--- config.mk ---
export PLATFORM = sky130hd
export DESIGN_NAME = adc_input_ref_clock_select
export DESIGN_NICKNAME = d
export VERILOG_FILES = /design/src/inc/adc_front_pkg.sv /design/src/adc_input_ref_clock_select.sv /design/src/clock_divider.sv
export SDC_FILE = /design/constraint.sdc
export NUM_CORES = 1
export LEC_CHECK = 0
export BUFFER_PORTS_ARGS = -buffer_cell sky130_fd_sc_hd__buf_2
export CAP_MARGIN = 20
export CORE_AREA = 8 8 93 95
export CTS_BUF_LIST = sky130_fd_sc_hd__clkbuf_4
export CTS_CLUSTER_DIAMETER = 150
export DETAILED_ROUTE_END_ITERATION = 8
export DIE_AREA = 0 0 101 103
export GPL_ROUTABILITY_DRIVEN = 0
export PLACE_DENSITY = 0.75
export RECOVER_POWER = 100
export SLEW_MARGIN = 30
export SYNTH_ARGS = -nofsm -noshare
export SYNTH_HDL_FRONTEND = slang
export SYNTH_SLANG_ARGS = --single-unit
export TNS_END_PERCENT = 1
--- constraint.sdc ---
create_clock -name clk_sys -period 3.7 [get_ports clk_sys]
set_clock_uncertainty 0.15 [all_clocks]
set_input_delay 1.11 -clock clk_sys [delete_from_list [all_inputs] [get_ports clk_sys]]
set_output_delay 1.11 -clock clk_sys [all_outputs]
set_load 0.05 [all_outputs]
--- src/inc/adc_front_pkg.sv ---
// Constants and carrier types for the converter front control block
package adc_front_pkg;
  localparam int unsigned CLK_PERIOD_NS = 10;
  localparam logic [7:0] ADDR_CHANNEL = 8'h00;
  localparam logic [7:0] ADDR_REF     = 8'h04;
  localparam logic [7:0] ADDR_CLOCK   = 8'h08;
  localparam logic [7:0] ADDR_STATUS  = 8'h0c;
  localparam logic [5:0] CH_FIXED_REF = 6'h3f;
  localparam logic [5:0] CH_DAC       = 6'h3e;
  localparam logic [5:0] CH_TEMP      = 6'h3d;
  localparam logic [5:0] CH_GROUND    = 6'h3c;
  localparam logic [5:0] CH_LAST_PIN  = 6'h22;
  localparam logic [5:0] CH_RESET     = 6'h00;
  localparam logic [2:0] PREF_EXT     = 3'h0;
  localparam logic [2:0] PREF_SUPPLY  = 3'h1;
  localparam logic [2:0] PREF_1V024   = 3'h2;
  localparam logic [2:0] PREF_2V048   = 3'h3;
  localparam logic [2:0] PREF_4V096   = 3'h4;
  localparam logic [5:0] DIV_RESET    = 6'h00;
  // Half periods of the bit clock per conversion: 11.5 periods
  localparam logic [4:0] CONV_HALF_PERIODS = 5'h17;
  localparam int unsigned SYNC_STAGES = 2;

  typedef struct packed {
    logic [5:0] input_channel_select;
    logic [2:0] pos_ref_select;
    logic       neg_ref_select;
    logic       conv_clock_source_select;
    logic [5:0] clock_divider_select;
  } ctrl_t;

  typedef struct packed {
    logic       channel_valid;
    logic [5:0] channel;
    logic       pin_channel;
    logic [2:0] pos_ref;
    logic       neg_ref_ext;
  } route_t;
endpackage

--- src/adc_input_ref_clock_select.sv ---
// Channel, reference and conversion clock control for the converter front
//
// The address map and the strobed register port are this design's own decisions.
`timescale 1ns/1ns
`default_nettype none
// What this block does
// RL1 - The channel field routes pins 0 to 34 in order, or ground, temperature, DAC and fixed reference at 60 to 63.
// RL2 - Codes 35 to 59 connect no input to the sample-and-hold.
// RL3 - Software waits a settling time after a channel change before starting a conversion.
// RL4 - Software may discharge the hold capacitor via a grounded channel such as the DAC at level zero.
// RL5 - The positive reference picks external pin, supply, or fixed 1.024, 2.048 or 4.096 V.
// RL6 - One bit picks the external negative reference pin or ground.
// RL7 - Source bit 1 uses the internal fixed clock, 0 the divided system clock.
// RL8 - Divider code n divides the system clock by 2*(n+1).
// RL9 - A conversion lasts 11.5 bit-clock periods.
// RL10 - Control logic runs on the selected conversion clock, so writes may lag with the internal clock.
// RL11 - The derived clock follows system clock changes; the internal clock does not.
// RL12 - Software selects the internal clock for conversions during sleep.
// RL13 - Channel and reference settings are synchronised into the conversion clock domain before use; clock settings are used directly.
module adc_input_ref_clock_select
  import adc_front_pkg::*;
(
  // Clock and reset
  input  wire logic       clk_sys,
  input  wire logic       rst,
  input  wire logic       ce,
  // Register port
  input  wire logic [7:0] reg_addr,
  input  wire logic [7:0] reg_wdata,
  input  wire logic       reg_write,
  input  wire logic       reg_read,
  output logic [7:0]      reg_rdata,
  // Internal fixed oscillator clock; each of its edges marks a half period
  input  wire logic       internal_fixed_rc_clock,
  // Conversion request
  input  wire logic       conv_start,
  // Analog routing and status
  output route_t          route,
  output logic            conv_clock,
  output logic            bit_tick,
  output logic            conv_busy,
  output logic            conv_done
);
  typedef enum logic [1:0] {
    ST_IDLE = 2'b01,
    ST_CONV = 2'b10
  } state_t;

  ctrl_t      ctrl;
  ctrl_t      ctrl_meta;
  ctrl_t      ctrl_sync;
  logic [1:0] rc_sync;
  logic       rc_prev;
  logic       div_tick;
  logic       start_pend;
  logic [4:0] half_count;
  state_t     state;

  function automatic route_t decode_route(input ctrl_t c);
    route_t r;
    r = '0;
    r.channel     = c.input_channel_select;
    r.pin_channel = (c.input_channel_select <= CH_LAST_PIN); // [RL1]
    r.channel_valid = r.pin_channel || (c.input_channel_select >= CH_GROUND); // [RL1] [RL2]
    r.pos_ref     = (c.pos_ref_select > PREF_4V096) ? PREF_EXT : c.pos_ref_select; // [RL5]
    r.neg_ref_ext = c.neg_ref_select; // [RL6]
    return r;
  endfunction

  // Register writes
  always_ff @(posedge clk_sys or posedge rst) begin
    if (rst) begin
      ctrl <= '{CH_RESET, PREF_EXT, 1'b0, 1'b0, DIV_RESET};
    end else if (ce && reg_write) begin
      unique case (reg_addr)
        ADDR_CHANNEL: ctrl.input_channel_select <= reg_wdata[5:0];
        ADDR_REF: begin
          ctrl.pos_ref_select <= reg_wdata[2:0];
          ctrl.neg_ref_select <= reg_wdata[4];
        end
        ADDR_CLOCK: begin
          ctrl.clock_divider_select     <= reg_wdata[5:0];
          ctrl.conv_clock_source_select <= reg_wdata[7];
        end
        default: ;
      endcase
    end
  end

  // Register reads, data one cycle later; unmapped reads return zero
  always_ff @(posedge clk_sys or posedge rst) begin
    if (rst) begin
      reg_rdata <= 8'h00;
    end else if (ce) begin
      if (reg_read) begin
        unique case (reg_addr)
          ADDR_CHANNEL: reg_rdata <= {2'b00, ctrl.input_channel_select};
          ADDR_REF:     reg_rdata <= {3'b000, ctrl.neg_ref_select, 1'b0, ctrl.pos_ref_select};
          ADDR_CLOCK:   reg_rdata <= {ctrl.conv_clock_source_select, 1'b0, ctrl.clock_divider_select};
          ADDR_STATUS:  reg_rdata <= {5'h00, route.channel_valid, conv_done, conv_busy};
          default:      reg_rdata <= 8'h00;
        endcase
      end else begin
        reg_rdata <= 8'h00;
      end
    end
  end

  // Oscillator tick synchroniser; first stage read only by the second
  always_ff @(posedge clk_sys or posedge rst) begin
    if (rst) begin
      rc_sync <= 2'b00;
      rc_prev <= 1'b0;
    end else if (ce) begin
      rc_sync <= {rc_sync[0], internal_fixed_rc_clock};
      rc_prev <= rc_sync[1];
    end
  end

  clock_divider u_div (
    .clk_sys              (clk_sys),
    .rst                  (rst),
    .ce                   (ce),
    .clock_divider_select (ctrl.clock_divider_select),
    .half_tick            (div_tick)
  );

  // Internal clock runs at its own rate, immune to system clock changes
  assign bit_tick = ctrl.conv_clock_source_select ? (ce && (rc_sync[1] != rc_prev)) : div_tick; // [RL7] [RL11]

  always_ff @(posedge clk_sys or posedge rst) begin
    if (rst) begin
      conv_clock <= 1'b0;
    end else if (bit_tick) begin
      conv_clock <= ~conv_clock; // [RL7]
    end
  end

  // Settings move into the conversion domain only on bit-clock edges,
  // two stages deep, which is why writes lag with the slow clock
  always_ff @(posedge clk_sys or posedge rst) begin
    if (rst) begin
      ctrl_meta <= '{CH_RESET, PREF_EXT, 1'b0, 1'b0, DIV_RESET};
      ctrl_sync <= '{CH_RESET, PREF_EXT, 1'b0, 1'b0, DIV_RESET};
    end else if (bit_tick) begin
      ctrl_meta <= ctrl;      // [RL13] [RL10]
      ctrl_sync <= ctrl_meta; // [RL13]
    end
  end

  always_ff @(posedge clk_sys or posedge rst) begin
    if (rst) begin
      // Reset settings select pin 0, so the route shows it from the start
      route <= '{1'b1, CH_RESET, 1'b1, PREF_EXT, 1'b0};
    end else if (bit_tick) begin
      route <= decode_route(ctrl_sync); // [RL1] [RL2] [RL5] [RL6] [RL13]
    end
  end

  // Start request held until the conversion clock picks it up
  always_ff @(posedge clk_sys or posedge rst) begin
    if (rst) begin
      start_pend <= 1'b0;
    end else if (ce) begin
      if (conv_start) begin
        start_pend <= 1'b1;
      end else if (bit_tick && state == ST_IDLE) begin
        start_pend <= 1'b0; // [RL10]
      end
    end
  end

  // Sequencer counts 23 half periods, i.e. 11.5 bit periods
  always_ff @(posedge clk_sys or posedge rst) begin
    if (rst) begin
      state      <= ST_IDLE;
      half_count <= 5'h00;
      conv_done  <= 1'b0;
    end else if (ce) begin
      conv_done <= 1'b0;
      if (bit_tick) begin
        unique case (state)
          ST_IDLE: begin
            if (start_pend) begin
              state      <= ST_CONV;
              half_count <= 5'h00;
            end
          end
          ST_CONV: begin
            if (half_count == CONV_HALF_PERIODS - 5'h01) begin
              state     <= ST_IDLE; // [RL9]
              conv_done <= 1'b1;
            end else begin
              half_count <= half_count + 5'h01;
            end
          end
          default: state <= ST_IDLE;
        endcase
      end
    end
  end

  assign conv_busy = (state == ST_CONV);

  AST_RESERVED_OPEN: assert property (@(posedge clk_sys) disable iff (rst)
    (route.channel > CH_LAST_PIN && route.channel < CH_GROUND) |-> !route.channel_valid) // [RL2]
    else $error("reserved channel must connect nothing");
  AST_PIN_ROUTE: assert property (@(posedge clk_sys) disable iff (rst)
    (route.channel <= CH_LAST_PIN) |-> (route.pin_channel && route.channel_valid)) // [RL1]
    else $error("pin channel not routed");
  AST_SPECIAL_ROUTE: assert property (@(posedge clk_sys) disable iff (rst)
    (route.channel >= CH_GROUND) |-> (route.channel_valid && !route.pin_channel)) // [RL1]
    else $error("internal channel misrouted");
  AST_POS_REF: assert property (@(posedge clk_sys) disable iff (rst)
    route.pos_ref <= PREF_4V096) // [RL5]
    else $error("positive reference out of range");
  AST_NEG_REF: assert property (@(posedge clk_sys) disable iff (rst)
    (bit_tick && ctrl_sync.neg_ref_select) |=> route.neg_ref_ext) // [RL6]
    else $error("negative reference not applied");
  AST_CLK_TOGGLE: assert property (@(posedge clk_sys) disable iff (rst)
    (bit_tick && !rst) |=> (conv_clock != $past(conv_clock))) // [RL7]
    else $error("conversion clock did not toggle");
  AST_DONE_END: assert property (@(posedge clk_sys) disable iff (rst)
    conv_done |-> ($past(conv_busy) && !conv_busy)) // [RL9]
    else $error("done without finishing conversion");
  AST_SYNC_LAG: assert property (@(posedge clk_sys) disable iff (rst)
    $changed(ctrl_sync) |-> $past(bit_tick)) // [RL13]
    else $error("settings crossed without a conversion clock edge");
endmodule
`default_nettype wire

--- src/clock_divider.sv ---
// Divider that makes the system-derived bit clock enable
`timescale 1ns/1ns
`default_nettype none
module clock_divider
  import adc_front_pkg::*;
(
  // Clock and reset
  input  wire logic       clk_sys,
  input  wire logic       rst,
  input  wire logic       ce,
  // Division control
  input  wire logic [5:0] clock_divider_select,
  // Half-period tick of the divided clock
  output logic            half_tick
);
  logic [5:0] count;

  // Ticking every n+1 cycles gives a full period of 2*(n+1)
  always_ff @(posedge clk_sys or posedge rst) begin
    if (rst) begin
      count <= 6'h00;
    end else if (ce) begin
      if (count >= clock_divider_select) begin
        count <= 6'h00; // [RL8]
      end else begin
        count <= count + 6'h01;
      end
    end
  end

  assign half_tick = ce && (count >= clock_divider_select); // [RL8] [RL11]

  AST_DIV_PERIOD: assert property (@(posedge clk_sys) disable iff (rst)
    (half_tick && ce && clock_divider_select == 6'h00) ##1 (ce && clock_divider_select == 6'h00) |-> half_tick) // [RL8]
    else $error("divide-by-2 must tick every cycle");
endmodule
`default_nettype wire

==> flow_summary.yaml <==
outcome:
  status: "complete, but fails checks"
  violations: "max-capacitance violations, max-slew violations"
die:
  start_util: 0.485
  pin_count: 47
  core_area_mm2: 0.00714
  row_count: 31
  die-area_mm2: 0.0104
  fp.dieH_um: 103
  fp.dieW_um: 101
timing:
  report.final.slew_viol_count: 76
  tns_ns: 0
  hold_viol: 0
  setup_viol: 0
  worst_slack_ns: 0.218
  period_needed_ns: 3.48
  max_freq_mhz: 287
  worst_pin_slew_ns: 1.81
  relSlewSlack: -0.209
  finalCritPeriodShare: 0.941
  rsz0062_at_grt: "false"
synthesis:
  synth_top_area_frac: 0.520
  yosysMostFrequentCell: "dfrtp_1"
  yosys-top-cells-area: "dfrtp_1 (52%), mux2_2 (17%), ha_1 (4.0%), inv_1 (2.5%), dfstp_2 (2.3%)"
  syn_area_mm2: 0.00346
  synth-simple-area-share: 0.0773
  synth_top_family_by_area: "multiplexers"
  synth_fp_nets: 299
  synth_edf_count: 0
  avgSynthCellArea_um2: 13.1
  synth_warnings: 0
  ys_types: 52
  ys_async_sr_fraction: 1.00
  synth_cells: 265
  synth_compound_area_frac: 0.0835
  yosysTopAreaCell: "dfrtp_1"
  synth_fa_ha_area_frac: 0.0397
  synth_mux_area_frac: 0.204
  ys_seq_area_frac: 0.543
  ys_ff_latch: 75
  synth_top_flop_cell: "dfrtp_1"
  synth_xor_area_frac: 0.0101
  netlist_top_cells_count: "dfrtp_1 (72), mux2_2 (52), inv_1 (23)"
hold_path:
  hold_class: "flip-flop to flip-flop"
clock_tree:
  cts-root-buf: "clkbuf_4"
  clk_pin_slew_ns: 0.11
  h-tree-depth: 3
  cts_tree: "done"
  cts_resized: 0
  post-cts-setup-buffers: 0
  clockBufferDepth: 2
  cts_buffers: 9
  insertion_delay_ns: 0.42
  ctsHoldBuffers: 0
  clock_sinks: 75
final_layout:
  fin_nets: 349
  num_antenna_cells: 0
  areaGrowthSynthToFinish_pct: 10.3
  fill_cells: 666
  stdcell_area_mm2: 0.00382
  drive_gt1_frac: 0.319
  final_cells: 419
global_route:
  grt_busiest_layer: "met2"
  met3_usage: 0.0452
  gr-usage-all-layers: 0.137
  antenna_found_initial: 0
  met2_usage: 0.213
  grt_use_met1: 0.171
  gr-total-overflow: 0
  grt_pass1_wl_um: 11000
  grt_pass1_vias: 2268
  grt_max_degree: 76
power_and_ir_drop:
  ir_worst_vdd_mv: 0.399
  power_density_mw_per_mm2: 446
  power.total_mw: 1.70
  p_leak_nw: 1.85
setup_path:
  critPathArrivalTime_ns: 2.22
  cp_max_fo: 9
  r2r-end: "route[6]"
  cp-start-kind: "flip-flop"
  cp.required_ns: 2.44
  rrSetupSlack_ns: 0.78
  worstSetupEndpointType: "output port"
  crit_path_end: "bit_tick"
  r2r_cells: 8
  crit_type: "flip-flop to output port"
  startpoint: "u_div.count[0]"
  timing.rr.start: "u_div.count[0]"
place:
  port_buffers: 44
  place_hpwl_um: 4610
  dpl_cell_area_mm2: 0.00378
  placed_cells: 403
  pre_cts_ws_ns: 0.529
drt:
  drt_iter0_drc: 71
  ant_nets: 0
  avgViaCountPerCell: 5.21
  wl_per_cell_um: 15.5
  dr.pass1.iters: 4
  via_count: 2184
  drc: 0
  drt_wl_total_um: 6480
job:
  max_cap_viol_count: 1
## worst min-delay path by stage
stage | slack [ns] | depth (start not counted) | start | end
2_1_floorplan | 0.31 | 1 | start_pend | start_pend
3_3_place_gp | 0.31 | 1 | conv_clock | conv_clock
3_5_place_dp | 0.31 | 1 | conv_clock | conv_clock
4_1_cts | 0.33 | 1 | conv_clock | conv_clock
5_1_grt | 0.36 | 1 | conv_clock | conv_clock
6_report | 0.33 | 1 | conv_clock | conv_clock
## cells in the final DEF, fill, tap and decap left out, types with 8 or more instances in the layout
cell	instances
clkbuf_1	23
mux2_2	52
o21ai_0	9
nand3_1	8
clkbuf_4	10
dfrtp_1	72
nand2_1	9
inv_1	23
buf_2	22
ha_1	11
## routing by layer
layer  wire length, um  vias up  share of wire
met5                 0        -              0
met4               125        0          0.019
li1                  -     1052              -
met3               387        9          0.060
met2              2930       54           0.45
met1              3040     1069           0.47
## through the flow
step	utilization	hold slack (ns)
floorplan	-	0.313
global placement	0.530	0.307
detailed placement	0.530	0.310
CTS	0.545	0.335
global route	0.535	0.359
finish	0.535	0.334
## cell families after synthesis
kind of cell | count (synthesis)
xor gates and xnor gates | 4
and+or+nand+nor | 44
muxes | 60
buffers and inverters | 31
DFF | 75
adders and majority gates | 11
AOI/OAI and AO/OA | 39
other | 1
## area by class of cell
type / instances / area (um2) / area share
Sequential cell: 75 / 1880 / 0.492
Clock inverter: 6 / 32.5 / 0.00852
Clock buffer: 10 / 75.1 / 0.0197
Multi-Input combinational cell: 159 / 1410 / 0.370
Timing Repair Buffer: 47 / 206 / 0.0541
Inverter: 23 / 86.3 / 0.0226
Tap cell: 99 / 124 / 0.0324
## report_power, final
group	switching (mW)	internal [mW]
Sequential	0.0432	0.882
Combinational	0.230	0.134
Clock	0.274	0.140
Total	0.547	1.16
## sequential cells by signal (all words and copies together) (netlist names), 2 cells and up
register	flops
reg_rdata	7
state	2
route	12
rc_sync	2
ctrl_sync	10
ctrl	17
ctrl_meta	10
u_div.count	6
half_count	5
## critical path, cell delays in order (launching register included)
cell      delay, ns
dfrtp_1        0.43
inv_1          0.07
ha_1           0.26
nand2b_1       0.15
a21oi_2        0.18
o221ai_2       0.24
o21ai_4        0.22
inv_1          0.05
buf_2          0.21
No activity file was read; power rests on OpenSTA's default activity.
